**src/hw/rxscr_pkg.sv**
```systemverilog
// rxscr_pkg: constants of the rx status and calibration register bank
package rxscr_pkg;
   // ==========================================================
   // register addresses
   localparam logic [6:0] RXSCR_ADDR_SNAP   = 7'h2E;
   localparam logic [6:0] RXSCR_ADDR_FCAL   = 7'h2F;
   localparam logic [6:0] RXSCR_ADDR_QCAL   = 7'h30;
   localparam logic [6:0] RXSCR_ADDR_SYNTH  = 7'h31;
   // other receiver status registers that also trigger a sample
   localparam logic [6:0] RXSCR_ADDR_MONST  = 7'h37;
   localparam logic [6:0] RXSCR_ADDR_MONERR = 7'h38;
   localparam logic [6:0] RXSCR_ADDR_RSSI   = 7'h39;
   // ==========================================================
   // field positions
   localparam int RXSCR_GAIN_BIT  = 7;
   localparam int RXSCR_LIVE_BIT  = 6;
   localparam int RXSCR_CMD_LSB   = 4;
   localparam int RXSCR_CNT_LSB   = 0;
   localparam int RXSCR_QRUN_BIT  = 7;
   localparam int RXSCR_RCRUN_BIT = 6;
   localparam int RXSCR_RCRES_LSB = 0;
   localparam int RXSCR_TRIG_BIT  = 7;
   localparam int RXSCR_QVAL_LSB  = 0;
   localparam int RXSCR_VCO_BIT   = 7;
   localparam int RXSCR_PFD_BIT   = 6;
   localparam int RXSCR_FAST_BIT  = 5;
   localparam int RXSCR_ICP_LSB   = 0;
   // ==========================================================
   // reset values
   localparam logic [7:0] RXSCR_SYNTH_RST = 8'h04;
   localparam logic [6:0] RXSCR_QVAL_RST  = 7'h00;
   localparam logic [3:0] RXSCR_SNAP_RST  = 4'h0;
   // ==========================================================
   // serial frame
   localparam logic [4:0] RXSCR_ADDR_BITS  = 5'h08;
   localparam logic [4:0] RXSCR_FRAME_BITS = 5'h10;
   // ==========================================================
   // analogue settings and timing
   localparam logic [8:0]  RXSCR_ICP_STEP_UA = 9'h00F;
   localparam logic [11:0] RXSCR_PFD_SHORT_PS = 12'h834;
   localparam logic [11:0] RXSCR_PFD_LONG_PS  = 12'hC1C;
   localparam int RXSCR_CLK_NS        = 100;
   localparam int RXSCR_SETTLE_LONG_NS  = 5000;
   localparam int RXSCR_SETTLE_SHORT_NS = 1000;
   localparam logic [7:0] RXSCR_SETTLE_LONG =
      8'((RXSCR_SETTLE_LONG_NS + RXSCR_CLK_NS - 1) / RXSCR_CLK_NS);
   localparam logic [7:0] RXSCR_SETTLE_SHORT =
      8'((RXSCR_SETTLE_SHORT_NS + RXSCR_CLK_NS - 1) / RXSCR_CLK_NS);
endpackage

```
**src/hw/rxscr_regs.sv**
```systemverilog
// rxscr_regs: rx snapshot, calibration and synth override registers
`timescale 1ns/1ps
// What this block does
// - status bit 7 shows high gain selected
// - automatic capture clears read-triggered flag
// - host status read capture sets flag
// - bits 5:4 hold receive sub-command
// - bits 3:0 hold chip transition count
// - calibration status bit 7 marks quadrature run
// - calibration status bit 6 marks RC run
// - writing trigger bit starts quadrature calibration
// - lower band sets low oscillator drive bit
// - long bit widens detector reset to 3.1ns
// - fast bit zero gives long settle delay
// - fast bit one gives short settle delay
// - charge pump current is code times 15uA
module rxscr_regs
   import rxscr_pkg::*;
(
   input  wire logic       core_clk_in,
   input  wire logic       reset_in,
   input  wire logic       ser_enable_in,
   input  wire logic       ser_clk_in,
   input  wire logic       ser_data_in,
   output logic            ser_data_out,
   output logic            ser_data_oe_n_out,
   input  wire logic       rx_high_gain_in,
   input  wire logic [1:0] rx_sub_cmd_in,
   input  wire logic [3:0] transition_count_in,
   input  wire logic       auto_capture_in,
   input  wire logic       rc_filter_cal_active_in,
   input  wire logic [3:0] rc_filter_cal_result_in,
   input  wire logic       quadrature_cal_done_in,
   input  wire logic [6:0] quadrature_cal_result_in,
   input  wire logic       lower_band_in,
   input  wire logic       filter_transient_in,
   output logic            quadrature_cal_start_out,
   output logic            quadrature_cal_active_out,
   output logic [6:0]      quadrature_cal_value_out,
   output logic            low_oscillator_drive_out,
   output logic            long_detector_reset_pulse_out,
   output logic [11:0]     detector_reset_width_ps_out,
   output logic            fast_filter_settling_out,
   output logic            filter_settled_out,
   output logic [4:0]      charge_pump_current_code_out,
   output logic [8:0]      charge_pump_current_ua_out
);
   import rxscr_pkg::*;

   // =============================================================
   // pin synchronisers
   logic [1:0] en_sync_q;
   logic [2:0] clk_sync_q;
   logic [1:0] din_sync_q;

   always_ff @(posedge core_clk_in) begin
      if (reset_in) begin
         en_sync_q  <= 2'h0;
         clk_sync_q <= 3'h0;
         din_sync_q <= 2'h0;
      end else begin
         en_sync_q  <= {en_sync_q[0], ser_enable_in};
         clk_sync_q <= {clk_sync_q[1:0], ser_clk_in};
         din_sync_q <= {din_sync_q[0], ser_data_in};
      end
   end

   logic en_s;
   logic rise_s;
   logic fall_s;
   assign en_s   = en_sync_q[1];
   assign rise_s = en_s && clk_sync_q[1] && !clk_sync_q[2];
   assign fall_s = en_s && !clk_sync_q[1] && clk_sync_q[2];

   // =============================================================
   // serial frame: rw bit, 7 address bits, 8 data bits, msb first
   logic [4:0] bit_cnt_q;
   logic [7:0] rx_sh_q;
   logic       rd_q;
   logic [6:0] addr_q;
   logic       addr_done;
   logic       wr_done;

   assign addr_done = rise_s && (bit_cnt_q == RXSCR_ADDR_BITS - 5'h01);
   assign wr_done   = rise_s && !rd_q &&
                      (bit_cnt_q == RXSCR_FRAME_BITS - 5'h01);

   always_ff @(posedge core_clk_in) begin
      if (reset_in || !en_s) begin
         bit_cnt_q <= 5'h00;
         rx_sh_q   <= 8'h00;
         rd_q      <= 1'b0;
         addr_q    <= 7'h00;
      end else if (rise_s) begin
         rx_sh_q <= {rx_sh_q[6:0], din_sync_q[1]};
         if (bit_cnt_q != RXSCR_FRAME_BITS)
            bit_cnt_q <= bit_cnt_q + 5'h01;
         if (bit_cnt_q == 5'h00)
            rd_q <= din_sync_q[1];
         if (addr_done)
            addr_q <= {rx_sh_q[5:0], din_sync_q[1]};
      end
   end

   logic [6:0] cur_addr;
   logic [7:0] wr_byte;
   assign cur_addr = {rx_sh_q[5:0], din_sync_q[1]};
   assign wr_byte  = {rx_sh_q[6:0], din_sync_q[1]};

   logic rd_trig;
   assign rd_trig = addr_done && rd_q &&
                    (cur_addr == RXSCR_ADDR_SNAP   ||
                     cur_addr == RXSCR_ADDR_MONST  ||
                     cur_addr == RXSCR_ADDR_MONERR ||
                     cur_addr == RXSCR_ADDR_RSSI);

   // =============================================================
   // receiver snapshot
   logic       live_q;
   logic [1:0] cmd_q;
   logic [3:0] cnt_q;

   always_ff @(posedge core_clk_in) begin
      if (reset_in) begin
         live_q <= 1'b0;
         cmd_q  <= 2'h0;
         cnt_q  <= RXSCR_SNAP_RST;
      end else if (auto_capture_in || rd_trig) begin
         live_q <= !auto_capture_in;
         cmd_q  <= rx_sub_cmd_in;
         cnt_q  <= transition_count_in;
      end
   end

   logic [7:0] snap_byte;
   logic [7:0] fcal_byte;
   always_comb begin
      snap_byte = 8'h00;
      snap_byte[RXSCR_GAIN_BIT] = rx_high_gain_in;
      snap_byte[RXSCR_LIVE_BIT] = live_q;
      snap_byte[RXSCR_CMD_LSB +: 2] = cmd_q;
      snap_byte[RXSCR_CNT_LSB +: 4] = cnt_q;
      fcal_byte = 8'h00;
      fcal_byte[RXSCR_QRUN_BIT]  = quadrature_cal_active_out;
      fcal_byte[RXSCR_RCRUN_BIT] = rc_filter_cal_active_in;
      fcal_byte[RXSCR_RCRES_LSB +: 4] = rc_filter_cal_result_in;
   end

   // =============================================================
   // quadrature calibration control
   logic qwr;
   logic qtrig;
   assign qwr   = wr_done && (addr_q == RXSCR_ADDR_QCAL);
   assign qtrig = qwr && wr_byte[RXSCR_TRIG_BIT];

   always_ff @(posedge core_clk_in) begin
      if (reset_in) begin
         quadrature_cal_active_out <= 1'b0;
         quadrature_cal_start_out  <= 1'b0;
      end else begin
         quadrature_cal_start_out <= qtrig;
         if (qtrig)
            quadrature_cal_active_out <= 1'b1;
         else if (quadrature_cal_done_in)
            quadrature_cal_active_out <= 1'b0;
      end
   end

   // host value wins over a result arriving in the same cycle
   always_ff @(posedge core_clk_in) begin
      if (reset_in)
         quadrature_cal_value_out <= RXSCR_QVAL_RST;
      else if (qwr)
         quadrature_cal_value_out <= wr_byte[RXSCR_QVAL_LSB +: 7];
      else if (quadrature_cal_done_in && quadrature_cal_active_out)
         quadrature_cal_value_out <= quadrature_cal_result_in;
   end

   // =============================================================
   // synthesizer tuning overrides
   logic [7:0] synth_q;
   always_ff @(posedge core_clk_in) begin
      if (reset_in) begin
         synth_q <= RXSCR_SYNTH_RST;
      end else begin
         if (wr_done && addr_q == RXSCR_ADDR_SYNTH)
            synth_q <= wr_byte;
         if (lower_band_in)
            synth_q[RXSCR_VCO_BIT] <= 1'b1;
      end
   end

   always_ff @(posedge core_clk_in) begin
      if (reset_in) begin
         low_oscillator_drive_out      <= 1'b0;
         long_detector_reset_pulse_out <= 1'b0;
         detector_reset_width_ps_out   <= RXSCR_PFD_SHORT_PS;
         fast_filter_settling_out      <= 1'b0;
         charge_pump_current_code_out  <= 5'h00;
         charge_pump_current_ua_out    <= 9'h000;
      end else begin
         low_oscillator_drive_out <= synth_q[RXSCR_VCO_BIT];
         long_detector_reset_pulse_out <= synth_q[RXSCR_PFD_BIT];
         detector_reset_width_ps_out <= synth_q[RXSCR_PFD_BIT] ?
            RXSCR_PFD_LONG_PS : RXSCR_PFD_SHORT_PS;
         fast_filter_settling_out <= synth_q[RXSCR_FAST_BIT];
         charge_pump_current_code_out <= synth_q[RXSCR_ICP_LSB +: 5];
         charge_pump_current_ua_out <= 9'(
            {4'h0, synth_q[RXSCR_ICP_LSB +: 5]} *
            RXSCR_ICP_STEP_UA);
      end
   end

   // =============================================================
   // channel filter settle timer
   logic [7:0] settle_q;
   always_ff @(posedge core_clk_in) begin
      if (reset_in)
         settle_q <= 8'h00;
      else if (filter_transient_in)
         settle_q <= synth_q[RXSCR_FAST_BIT] ?
            RXSCR_SETTLE_SHORT :
            RXSCR_SETTLE_LONG;
      else if (settle_q != 8'h00)
         settle_q <= settle_q - 8'h01;
   end

   always_ff @(posedge core_clk_in) begin
      if (reset_in)
         filter_settled_out <= 1'b1;
      else
         filter_settled_out <= !filter_transient_in &&
                               (settle_q <= 8'h01);
   end

   // =============================================================
   // read data path
   logic       load_q;
   logic [7:0] tx_q;
   logic [7:0] rd_byte;

   always_comb begin
      unique case (addr_q)
         RXSCR_ADDR_SNAP:  rd_byte = snap_byte;
         RXSCR_ADDR_FCAL:  rd_byte = fcal_byte;
         RXSCR_ADDR_QCAL:  rd_byte = {quadrature_cal_active_out,
                                      quadrature_cal_value_out};
         RXSCR_ADDR_SYNTH: rd_byte = synth_q;
         default:          rd_byte = 8'h00;
      endcase
   end

   always_ff @(posedge core_clk_in) begin
      if (reset_in || !en_s) begin
         load_q <= 1'b0;
         tx_q   <= 8'h00;
      end else begin
         load_q <= addr_done && rd_q;
         if (load_q)
            tx_q <= rd_byte;
         else if (fall_s && bit_cnt_q > RXSCR_ADDR_BITS)
            tx_q <= {tx_q[6:0], 1'b0};
      end
   end

   always_ff @(posedge core_clk_in) begin
      if (reset_in) begin
         ser_data_out      <= 1'b0;
         ser_data_oe_n_out <= 1'b1;
      end else begin
         ser_data_out      <= tx_q[7];
         ser_data_oe_n_out <= !(en_s && rd_q &&
                               bit_cnt_q >= RXSCR_ADDR_BITS);
      end
   end

   // =============================================================
   // checks
   AST_AUTO_FLAG: assert property (
      @(posedge core_clk_in) disable iff (reset_in)
      auto_capture_in |=> !live_q)
      else $error("auto capture left read flag set");
   AST_READ_FLAG: assert property (
      @(posedge core_clk_in) disable iff (reset_in)
      rd_trig && !auto_capture_in |=> live_q)
      else $error("status read did not set read flag");
   AST_SUB_CMD: assert property (
      @(posedge core_clk_in) disable iff (reset_in)
      (auto_capture_in || rd_trig) |=>
         snap_byte[5:4] == $past(rx_sub_cmd_in))
      else $error("sub-command not captured");
   AST_COUNT: assert property (
      @(posedge core_clk_in) disable iff (reset_in)
      (auto_capture_in || rd_trig) |=>
         snap_byte[3:0] == $past(transition_count_in))
      else $error("transition count not captured");
   AST_GAIN: assert property (
      @(posedge core_clk_in) disable iff (reset_in)
      addr_q == RXSCR_ADDR_SNAP |-> rd_byte[7] == rx_high_gain_in)
      else $error("gain bit wrong");
   AST_IQ_RUN: assert property (
      @(posedge core_clk_in) disable iff (reset_in)
      qtrig |=> fcal_byte[7] && quadrature_cal_start_out)
      else $error("quadrature run flag not raised");
   AST_RC_RUN: assert property (
      @(posedge core_clk_in) disable iff (reset_in)
      fcal_byte[6] == rc_filter_cal_active_in)
      else $error("rc run flag wrong");
   AST_START: assert property (
      @(posedge core_clk_in) disable iff (reset_in)
      qtrig |=> quadrature_cal_start_out ##1 !quadrature_cal_start_out)
      else $error("start pulse not one cycle long");
   AST_DONE: assert property (
      @(posedge core_clk_in) disable iff (reset_in)
      quadrature_cal_done_in && !qtrig |=> !fcal_byte[7])
      else $error("calibration end did not clear flag");
   AST_VCO: assert property (
      @(posedge core_clk_in) disable iff (reset_in)
      lower_band_in |=> ##1 low_oscillator_drive_out)
      else $error("low drive not set in lower band");
   AST_PFD: assert property (
      @(posedge core_clk_in) disable iff (reset_in)
      long_detector_reset_pulse_out |->
         detector_reset_width_ps_out == RXSCR_PFD_LONG_PS)
      else $error("detector reset width wrong");
   AST_SETTLE: assert property (
      @(posedge core_clk_in) disable iff (reset_in)
      filter_transient_in |=> settle_q == ($past(synth_q[5]) ?
         RXSCR_SETTLE_SHORT : RXSCR_SETTLE_LONG) && !filter_settled_out)
      else $error("settle delay wrong");
   AST_ICP: assert property (
      @(posedge core_clk_in) disable iff (reset_in)
      charge_pump_current_ua_out ==
         9'({4'h0, charge_pump_current_code_out} * RXSCR_ICP_STEP_UA))
      else $error("charge pump current wrong");
endmodule

```
**config.mk**
```make
export PLATFORM = sky130hd
export DESIGN_NAME = rxscr_regs
export DESIGN_NICKNAME = d
export VERILOG_FILES = /design/src/hw/rxscr_pkg.sv /design/src/hw/rxscr_regs.sv
export SDC_FILE = /design/constraint.sdc
export NUM_CORES = 1
export LEC_CHECK = 0
export BUFFER_PORTS_ARGS = -buffer_cell sky130_fd_sc_hd__buf_4
export CAP_MARGIN = 20
export CORE_UTILIZATION = 50
export CTS_BUF_LIST = sky130_fd_sc_hd__clkbuf_4 sky130_fd_sc_hd__clkbuf_8
export DETAILED_ROUTE_END_ITERATION = 7
export HOLD_SLACK_MARGIN = 0.02
export PLACE_DENSITY = 0.71
export REMOVE_ABC_BUFFERS = 1
export SYNTH_ARGS = -nofsm -noshare
export SYNTH_HDL_FRONTEND = slang
export SYNTH_SLANG_ARGS = --single-unit
export TNS_END_PERCENT = 20
```
**constraint.sdc**
```tcl
create_clock -name core_clk_in -period 2.8 [get_ports core_clk_in]
set_input_delay 0.56 -clock core_clk_in [delete_from_list [all_inputs] [get_ports core_clk_in]]
set_output_delay 0.56 -clock core_clk_in [all_outputs]
set_load 0.02 [all_outputs]
```
### Word-level counts from Yosys, hierarchy flattened

Index checks and enable logic that the tools add are counted.

| cells by class | value |
|---|---|
| $add $sub $neg | 2 |
| multiply operators | 1 |
| $lt $le $gt $ge | 3 |
| eq/ne operators | 11 |
| multiplexer cells | 13 |
| reductions and logical operators | 39 |

Operators by type and width:

| operator | count |
|---|---|
| $eq A7 B6 Y1 const B | 8 |
| $mux W8 | 5 |
| $pmux W8 S4 | 1 |
| $logic_and A1 B1 Y1 | 17 |
| $mux W7 | 2 |
| $mux W11 | 1 |
| $reduce_bool A2 Y1 | 5 |
| $mul A5 B4 Y9 const B | 1 |
| $le A8 B1 Y1 const B | 1 |
| $reduce_bool A8 Y1 | 1 |
| $sub A8 B1 Y8 const B | 1 |
| $logic_not A1 Y1 | 7 |
| $mux W6 | 1 |
| $reduce_and A2 Y1 | 3 |
| $add A5 B1 Y5 const B | 1 |
| $eq A5 B3 Y1 const B | 1 |
| $eq A5 B4 Y1 const B | 1 |
| $ge A5 B4 Y1 const B | 1 |
| $gt A5 B4 Y1 const B | 1 |
| $logic_not A5 Y1 | 1 |
| $logic_or A1 B1 Y1 | 5 |
| $ne A5 B5 Y1 const B | 1 |
| $mux W1 | 3 |

| storage, ports and cells | value |
|---|---|
| register bits after elaboration | 100 |
| bits of input ports | 28 |
| output and inout port bits | 41 |
| word-level logic and storage cells | 96 |

### Depth between registers and ports, before layout

Gate-level depths: netlist of run 1.

| depth | value |
|---|---|
| depth in word-level cells | 7 |
| depth in mapped cells | 9 |
| mapped depth without buffers | 9 |

### Worst setup path after synthesis of run 1

Ideal clock, no wire load.

| timing path | value |
|---|---|
| path type | reg2reg |
| start point | register synth_q[3] |
| end point | register charge_pump_current_ua_out[8] |
| library setup time | 79 ps |
| arrival | 2510 ps |
| data required time | 2721 ps |
| slack | 211 ps |
| cell stages (with the launch flop) | 10 |
| buffers on the path | 0 |
| period minus slack after synthesis | 2589 ps |
| path through | dfxtp_1 > inv_1 > fa_1 > fa_1 > inv_1 > ha_1 > nor2b_1 > o21a_1 > o21a_1 > o211ai_1 |

| between the ends | value |
|---|---|
| longest elaborated chain between the ends | 1 |

RTL lines:

| what | line | text |
|---|---|---|
| start: declaration | rxscr_regs.sv:181 | `logic [7:0] synth_q;` |
| start signal: assignment | rxscr_regs.sv:187 | `synth_q <= wr_byte;` |
| $mul A5 B4 Y9 | rxscr_regs.sv:209 | `{4'h0, synth_q[RXSCR_ICP_LSB +: 5]} *` |
| end signal: assignment | rxscr_regs.sv:208 | `charge_pump_current_ua_out <= 9'(` |
| end: declaration | rxscr_regs.sv:46 | `output logic [8:0] charge_pump_current_ua_out` |

Every way passes these cells.
A chain may end at the register's enable or synchronous reset.

### Final worst setup path of run 1

| timing path | value |
|---|---|
| start point | register synth_q[1] |
| end point | register charge_pump_current_ua_out[8] |

The elaborated chain is that of the path after synthesis.

==> results.md, run 1 <==
- Syn_area_per_cell: roughly 9.3 µm²
- CTS Buffer Depth: 2
- Total CTS buffers: 9
- Cell taking the most area after synthesis: dfxtp_1
- P_leak: roughly 2.1 nW
- Filler cells: around 720
- Tcrit/Tclk final: 0.933
- WL final: 9360 µm
- Power, Total: 0.00239 W
- Final hold vios: 0
- Sequential share of the synthesized area: 0.413
- Clock insertion delay at the later pin of the skew report: 0.36 ns
- Netlist Area Pre-Place: between 0.004 and 0.005 mm²
- Crit path max fanout: 5
- Logic pwr share: 0.074
- Cell variety after synth: 62
- Register Area: roughly 0.0018 mm²
- Worst setup EP type: flop
- Power share of the clock group: 0.383
- Yosys reg bits: slightly below 90
- Non-filler cells, final: 622
- Ys flop type: dfxtp_1
- Hold Slack: 0.395 ns
- Final #Nets: ~560
- Pre-CTS WS: just under 0.08 ns
- Warnings from Yosys: 0
- Die ar.: about 0.0089 mm²
- WP data required: a little over 3 ns
- Power Density: just under 500 mW/mm²
- Max Clk Rate: roughly 380 MHz
- Core Box Area: 0.00826 mm²
- Clk_skew: roughly 0.0084 ns
- Clock sinks: about 90
- Status: finished, final reports clean
- Vias in the first global route: between 3000 and 4000
- Cells after Synth: 460
- Layout Area Growth over Synthesis: 16.5%
- Post-synth top area share: 0.413
- Vias/cell: 5.45
- Diode count: 0
- Max Cap Violations: 0
- GPL Wtd Cong: 0.846
- First-pass GRT wire length: ~15000 µm
- Final setup fails: 0
- Top Ports: roughly 70
- Critical path class: flop to flop
- RSZ-0062 raised after global routing: no
- Vias: approximately 3400
- Die X-Extent: about 94 µm
- Ys async rst share: 0
- Peak supply drop: roughly 0.25 mV
- Share of layout cells above drive strength 1: 0.190
- Sequential Power Share: 0.542
- Worst slew pin tran: between 0.6 and 0.7 ns
- Starting Density: 0.517
- Final setup margin: about 0.19 ns
- Wire per inst: approximately 15 µm
- Normalized max-slew margin: 0.574
- TritonCTS clock tree: yes
- Multi-input gate area: approximately 0.0022 mm²
- Overflow after GRT: 0
- # H-tree levels: 3
- Switch Pwr: just under 0.0006 W
- Crit path time final: 2.61 ns
- Hold Path Class: input port to flop
- Post-DP HPWL: around 6600 µm
- CP Data Arrival Time: ~2.9 ns
- Fin Setup TNS: 0 ns
- Largest net degree at the start of global routing: 44
- Die Span Y: roughly 94 µm
- Placed Instances: between 600 and 700
- Post-synth EDFFs: 0
- Clock-pin slew on the worst setup and hold paths: 0.09 ns
- Max-slew violations: 0
- I/O Buffers: between 50 and 60
- CP startpoint kind: flop
- Initial antenna violation count: 0
- Internal power: around 0.0018 W
- Sw Ratio: 0.248
- Row count: 33
- DR iter-0 viols: about 150
- Post-route DRC: 0
- Total track usage: 0.226
- Remaining antenna violation count: 0
- Area contributors post-synth: dfxtp_1 (41%), mux2i_1 (5.9%), ha_1 (5.0%), nor2_1 (3.3%), fa_1 (3.3%)
- CTS root buffer: clkbuf_8
- First-pass DRT Iterations: 5
metal layers:
metal / vias to the layer above / share of wire / GRT usage
met5: - / 0 / 0
met4: 0 / 0.0073 / 0.0859
met3: 4 / 0.047 / 0.0386
met2: 87 / 0.48 / 0.367
met1: 1601 / 0.47 / 0.301
li1: 1698 / - / -
registers in the layout, summed over array words and instances (netlist names), 2 cells and up:
name	count
din_sync_q	2
addr_q	7
tx_q	8
detector_reset_width_ps_out	2
cmd_q	2
charge_pump_current_ua_out	8
cnt_q	4
synth_q	8
settle_q	8
clk_sync_q	3
quadrature_cal_value_out	7
en_sync_q	2
bit_cnt_q	5
rx_sh_q	7
charge_pump_current_code_out	5
final timing paths:
check	cells past startpoint	end	from	slack, ns
worst max-delay path	9	charge_pump_current_ua_out[8]	synth_q[1]	0.19
worst min-delay path	2	live_q	auto_capture_in	0.39
worst max register to register	9	charge_pump_current_ua_out[8]	synth_q[1]	0.19
worst min register to register	1	en_sync_q[1]	en_sync_q[0]	0.44
cell usage after synthesis (3+ instances only):
master	count
a21oi_1	24
clkbuf_1	19
a2bb2oi_1	4
nor3_1	9
a211o_1	6
nand2_1	35
nand3_1	4
a22oi_1	6
a211oi_1	10
mux2i_1	25
nor2_1	38
o31ai_1	7
o21ai_0	6
nand2b_1	17
buf_2	4
nor4b_1	3
buf_4	12
xnor2_1	4
nor2b_1	19
nand3b_1	7
fa_1	7
a221oi_1	8
nor3b_1	4
nor4bb_1	4
ha_1	17
dfxtp_1	88
inv_1	28
cell usage in the layout, fill, tap and decap left out, types with 3 or more instances in the layout:
| master | synthesis | routed |
|---|---|---|
| xnor2_1 | 4 | 4 |
| a211o_1 | 6 | 6 |
| o31ai_1 | 7 | 7 |
| a211oi_1 | 10 | 10 |
| nand2b_1 | 17 | 17 |
| nor3b_1 | 4 | 4 |
| ha_1 | 17 | 17 |
| a21oi_1 | 24 | 24 |
| nor4b_1 | 3 | 3 |
| nand3b_1 | 7 | 7 |
| nand2_1 | 35 | 35 |
| buf_4 | 12 | 69 |
| o21ai_0 | 6 | 6 |
| nor2b_1 | 19 | 19 |
| inv_1 | 28 | 27 |
| nand3_1 | 4 | 4 |
| nor3_1 | 9 | 9 |
| a22oi_1 | 6 | 6 |
| a221oi_1 | 8 | 8 |
| mux2i_1 | 25 | 25 |
| nor4bb_1 | 4 | 4 |
| dfxtp_1 | 88 | 87 |
| nor2_1 | 38 | 38 |
| clkbuf_8 | 0 | 10 |
| conb_1 | 2 | 9 |
| fa_1 | 7 | 7 |
| a2bb2oi_1 | 4 | 4 |
layout make-up:
cell class,count,area share
clock buffer,10,0.0277
sequential,88,0.355
timing repair buffer,69,0.104
multi-input combinational,316,0.452
tap,105,0.0264
inverter,28,0.0211
clock inverter,6,0.0136
metrics by stage:
step	utilization	instance area (µm²)
3_5_place_dp	0.577	4760
6_report	0.602	4970
2_1_floorplan	-	4120
4_1_cts	0.602	4970
3_3_place_gp	0.577	4760
5_1_grt	0.602	4970
what timing repair did:
action,CTS,global route
hold buffers,0,0
endpoints found under the setup margin,0,3
resized for setup,0,3
setup buffers,0,0
worst max-delay path, cell delays in order, from the launching register on:
cell and delay (ns):
dfxtp_4 0.38, inv_1 0.07, fa_1 0.50, fa_1 0.52
inv_1 0.04, ha_1 0.31, nor2b_1 0.15, o21a_1 0.20
o21a_1 0.19, o211ai_1 0.18
cell families (layout without fill, tap and decap cells):
logic type      count (synthesis)  count (layout)  share of synthesized area
flops                          88              88                      0.413
simple gates                  158             158                      0.204
compound gates                 95              95                      0.163
xor+xnor                        5               5                     0.0103
fa+ha+maj                      24              24                     0.0826
other cells                     2               9                    0.00176
buf+inv                        63             113                     0.0671
mux                            25              25                     0.0586
power by group through the flow:
stage,Clock [W],Combinational [W],Sequential [W]
after floorplan,0,0.0000967,0.00133
after global placement,0,0.000175,0.00133
after detailed placement,0,0.000178,0.00133
after CTS,0.000935,0.000179,0.00130
after global routing,0.000985,0.000198,0.00130
final,0.000917,0.000178,0.00130
No activity file was read; power rests on OpenSTA's default activity.
==> run 2: changes to the inputs <==
--- a/config.mk
+++ b/config.mk
@@ -7,11 +7,13 @@
 export LEC_CHECK = 0
 export BUFFER_PORTS_ARGS = -buffer_cell sky130_fd_sc_hd__buf_4
 export CAP_MARGIN = 20
-export CORE_UTILIZATION = 50
+export CELL_PAD_IN_SITES_DETAIL_PLACEMENT = 0
+export CELL_PAD_IN_SITES_GLOBAL_PLACEMENT = 1
+export CORE_UTILIZATION = 45
 export CTS_BUF_LIST = sky130_fd_sc_hd__clkbuf_4 sky130_fd_sc_hd__clkbuf_8
 export DETAILED_ROUTE_END_ITERATION = 7
 export HOLD_SLACK_MARGIN = 0.02
-export PLACE_DENSITY = 0.71
+export PLACE_DENSITY_LB_ADDON = 0.1
 export REMOVE_ABC_BUFFERS = 1
 export SYNTH_ARGS = -nofsm -noshare
 export SYNTH_HDL_FRONTEND = slang
==> results.md, run 2 (same netlist as run 1, synthesis figures left out) <==
- Status: finished, final reports clean
- Max Cap Violations: 0
- Clock-pin slew on the worst setup and hold paths: about 0.09 ns
- WL final: approximately 9700 µm
- Hold Slack: approximately 0.41 ns
- Final hold vios: 0
- Post-route DRC: 0
- Total track usage: 0.204
- Slowest CP cell: fa_1
- Post-DP HPWL: ~7000 µm
- Normalized max-slew margin: 0.578
- Vias/cell: 5.38
- Die X-Extent: 99.4 µm
- # H-tree levels: 3
- Tcrit/Tclk final: 0.952
- RSZ-0062 raised after global routing: no
- WP buf/inv: 2
- Vias: around 3400
- Hold Buf Count CTS: 0
- Max Clk Rate: around 380 MHz
- First-pass DRT Iterations: 4
- Core Box Area: between 0.009 and 0.01 mm²
- Die ar.: a little under 0.01 mm²
- Crit path max-delay family: adder cells
- Clk_skew: between 0.01 and 0.015 ns
- Commonest cells after routing, fill and taps aside: dfxtp_1 (86), buf_4 (70), nor2_1 (38), nand2_1 (35), inv_1 (28)
- Remaining antenna violation count: 0
- Top Ports: roughly 70
- Share of layout cells above drive strength 1: 0.190
- Layout Area Growth over Synthesis: 16.7%
- Row count: 35
- TritonCTS clock tree: yes
- Largest net degree at the start of global routing: 37
- Power, Total: ~0.0024 W
- Filler cells: between 800 and 900
- GPL Wtd Cong: between 0.8 and 0.9
- CP Data Arrival Time: approximately 3 ns
- Peak supply drop: ~0.26 mV
- First-pass GRT wire length: 15700 µm
- Crit path max fanout: 5
- Crit-path max cell delay: 0.51 ns
- Vias in the first global route: roughly 3100
- CTS Buffer Depth: 2
- Worst setup EP type: flop
- Power Density: 478 mW/mm²
- Clock insertion delay at the later pin of the skew report: between 0.3 and 0.4 ns
- Worst slew pin tran: ~0.63 ns
- DR iter-0 viols: between 100 and 150
- P_leak: just over 2 nW
- Commonest non-fill, non-tap cell in the layout: dfxtp_1
- Overflow after GRT: 0
- Final setup fails: 0
- Starting Density: 0.464
- Crit path cell chain: inv_1 > fa_1 > fa_1 > inv_1 > ha_1 > nor2b_1 > o21a_1 > o21a_1 > nor3_1
- Crit path time final: ~2.7 ns
- I/O Buffers: about 60
- Final #Nets: 565
- Die Span Y: 99.4 µm
- CP startpoint kind: flop
- Clock sinks: 88
- Total CTS buffers: 9
- Max-slew violations: 0
- Wire per inst: approximately 15 µm
- Hold Path Class: input port to flop
- Fin Setup TNS: 0 ns
- Diode count: 0
- CTS root buffer: clkbuf_8
- WP data required: just over 3 ns
- Critical path class: flop to flop
- Initial antenna violation count: 0
==> run 2: per-stage QoR <==
step	worst slack (ns)	area, µm²	cells	utilization
floorplan	0.211	4120	432	-
global placement	0.187	4780	613	0.520
detailed placement	0.0726	4780	613	0.520
CTS	0.0376	4980	628	0.541
global route	0.0298	4980	628	0.542
finish	0.134	4980	628	0.542
==> run 2: path summary, 6_finish.rpt <==
| kind | slack (ns) | endpoint | from | cells past startpoint |
|---|---|---|---|---|
| worst min register to register | 0.45 | din_sync_q[1] | din_sync_q[0] | 1 |
| worst max-delay path | 0.13 | charge_pump_current_ua_out[6] | synth_q[1] | 9 |
| worst max register to register | 0.13 | charge_pump_current_ua_out[6] | synth_q[1] | 9 |
| worst min-delay path | 0.41 | din_sync_q[0] | ser_data_in | 2 |
==> run 2: layout make-up <==
class / count / area (µm²) / area share
flip-flops and latches: 88 / 1760 / 0.354
clock buffers: 11 / 145 / 0.0291
well taps: 111 / 139 / 0.0279
inverters: 28 / 105 / 0.0211
repair buffers: 70 / 526 / 0.105
multi-input cells: 316 / 2250 / 0.451
clock inverters: 4 / 55.1 / 0.0110
==> run 2: timing repair <==
action | CTS | global route
setup endpoints to repair | 0 | 2
setup buffers | 0 | 0
resized for setup | 0 | 2
==> run 2: report_power, final <==
part	internal [W]	total, W	switching (W)
registers	0.00128	0.00130	0.0000215
logic	0.0000842	0.000180	0.0000958
clock network	0.000446	0.000901	0.000456
total	0.00181	0.00238	0.000573
==> run 2: worst reg2reg max path: stages, from the launching register on <==
cell     delay, ns
dfxtp_2       0.39
inv_1         0.09
fa_1          0.50
fa_1          0.51
inv_1         0.04
ha_1          0.32
nor2b_1       0.15
o21a_1        0.20
o21a_1        0.19
nor3_1        0.19
==> run 2: per-layer routing <==
metal  wire, µm  up-vias  GRT usage
li1           -     1704          -
met1       4700     1609      0.269
met2       4610       60      0.338
met3        280        5     0.0422
met4         69        0     0.0566
met5          0        -          0
==> run 3: changes to the inputs <==
==> constraint.sdc (replaced) <==
create_clock -name core_clk_in -period 2.8 [get_ports core_clk_in]
set_input_delay 0.14 -clock core_clk_in [delete_from_list [all_inputs] [get_ports core_clk_in]]
set_output_delay 0.14 -clock core_clk_in [all_outputs]
set_load 0.02 [all_outputs]
==> results.md, run 3 (same netlist as run 1, synthesis figures left out) <==
- WP data required: between 3 and 4 ns
- Register Area: approximately 0.0018 mm²
- RSZ-0062 raised after global routing: no
- Commonest cells after routing, fill and taps aside: dfxtp_1 (86), buf_4 (69), nor2_1 (38), nand2_1 (35), inv_1 (28)
- First-pass DRT Iterations: 4
- Commonest non-fill, non-tap cell in the layout: dfxtp_1
- CTS root buffer: clkbuf_8
- Diode count: 0
- Peak supply drop: about 0.26 mV
- Remaining antenna violation count: 0
- Non-filler cells, final: approximately 630
- Placed Instances: roughly 610
- Critical path class: flop to flop
- Filler cells: 898
- Pre-CTS WS: 0.0742 ns
- Clock-pin slew on the worst setup and hold paths: ~0.090 ns
- Core Box Area: roughly 0.0092 mm²
- Power Density: ~480 mW/mm²
- Tcrit/Tclk final: 0.956
- I/O Buffers: 59
- Share of layout cells above drive strength 1: 0.188
- # Post-CTS Setup Buffers: 0
- Post-route core utilization: 0.548
- P_leak: 2.09 nW
- Largest net degree at the start of global routing: between 40 and 50
- Max Cap Violations: 0
- Worst slew pin tran: approximately 0.64 ns
- Total CTS buffers: 9
- Total track usage: 0.199
- Post-route DRC: 0
- Final setup fails: 0
- Initial antenna violation count: 0
- Vias: ~3300
- WL final: around 9500 µm
- Die ar.: 0.00988 mm²
- Crit path max fanout: 5
- Die X-Extent: 99.4 µm
- Final hold vios: 0
- Final setup margin: ~0.12 ns
- Crit path time final: about 2.7 ns
- Final instance area: roughly 0.0050 mm²
- Final #Nets: around 570
- # H-tree levels: 3
- Layout Area Growth over Synthesis: 18.0%
- CP Data Arrival Time: around 2.9 ns
- Vias/cell: 5.26
- Top Ports: 69
- CTS Buffer Depth: 2
- Clk_skew: 0.0107 ns
- First-pass GRT wire length: around 15000 µm
- Wire per inst: roughly 15 µm
- Clock insertion delay at the later pin of the skew report: 0.35 ns
- Starting Density: 0.464
- DR iter-0 viols: between 100 and 150
- Post-DP HPWL: about 6800 µm
- CP startpoint kind: flop
- Multi-input gate area: between 0.002 and 0.0025 mm²
- TritonCTS clock tree: yes
- Hold Path Class: input port to flop
- Reg2Reg Setup Slack: about 0.12 ns
- Placed cell areas: about 0.0048 mm²
- Status: finished, final reports clean
- Row count: 35
- Normalized max-slew margin: 0.567
- Max-slew violations: 0
- Overflow after GRT: 0
- Vias in the first global route: about 3100
- Max Clk Rate: approximately 370 MHz
- GPL Wtd Cong: about 0.79
- Worst setup EP type: flop
- Fin Setup TNS: 0 ns
- Die Span Y: around 100 µm
- Clock sinks: 88
==> run 3: stage by stage <==
step / hold WS, ns / power, W
after CTS: 0.0401 / 0.00245
after global routing: 0.0507 / 0.00252
after floorplan: 0.202 / 0.00143
after global placement: 0.350 / 0.00150
after detailed placement: 0.354 / 0.00151
final: 0.0502 / 0.00242
==> run 3: layout make-up <==
cell class	instances	share of cell area
flip-flops and latches	88	0.350
inverters	28	0.0209
clock inverters	5	0.0127
multi-input cells	316	0.446
clock buffers	11	0.0300
well taps	111	0.0276
repair buffers	74	0.113
==> run 3: worst max-delay path: stages (launching register included) <==
cell	delay, ns
dfxtp_2	0.39
inv_1	0.09
fa_1	0.50
fa_1	0.51
inv_1	0.04
ha_1	0.31
nor2b_1	0.15
o21a_1	0.20
o21a_1	0.19
nor3_1	0.20
==> run 3: worst paths after layout <==
path	to	cells after the start	start
worst max-delay path	charge_pump_current_ua_out[6]	9	synth_q[1]
worst min-delay path	cnt_q[2]	3	transition_count_in[2]
worst max register to register	charge_pump_current_ua_out[6]	9	synth_q[1]
worst min register to register	clk_sync_q[1]	1	clk_sync_q[0]
==> run 3: power breakdown <==
group | switching [W] | leakage (nW) | total, W | internal (W)
Sequential | 0.0000213 | 0.716 | 0.00130 | 0.00128
Combinational | 0.0000956 | 1.26 | 0.000183 | 0.0000877
Clock | 0.000469 | 0.106 | 0.000937 | 0.000468
Total | 0.000586 | 2.09 | 0.00242 | 0.00183
==> run 3: timing repair <==
action | in CTS | in global routing
resized for setup | 0 | 2
endpoints found under the setup margin | 0 | 2
endpoints found under the hold margin | 5 | 0
hold buffers | 5 | 0
==> run 3: metal layers <==
metal | GRT usage | part of all wire
met5 | 0 | 0
met2 | 0.323 | 0.47
met1 | 0.272 | 0.49
met4 | 0.0679 | 0.0056
met3 | 0.0288 | 0.036
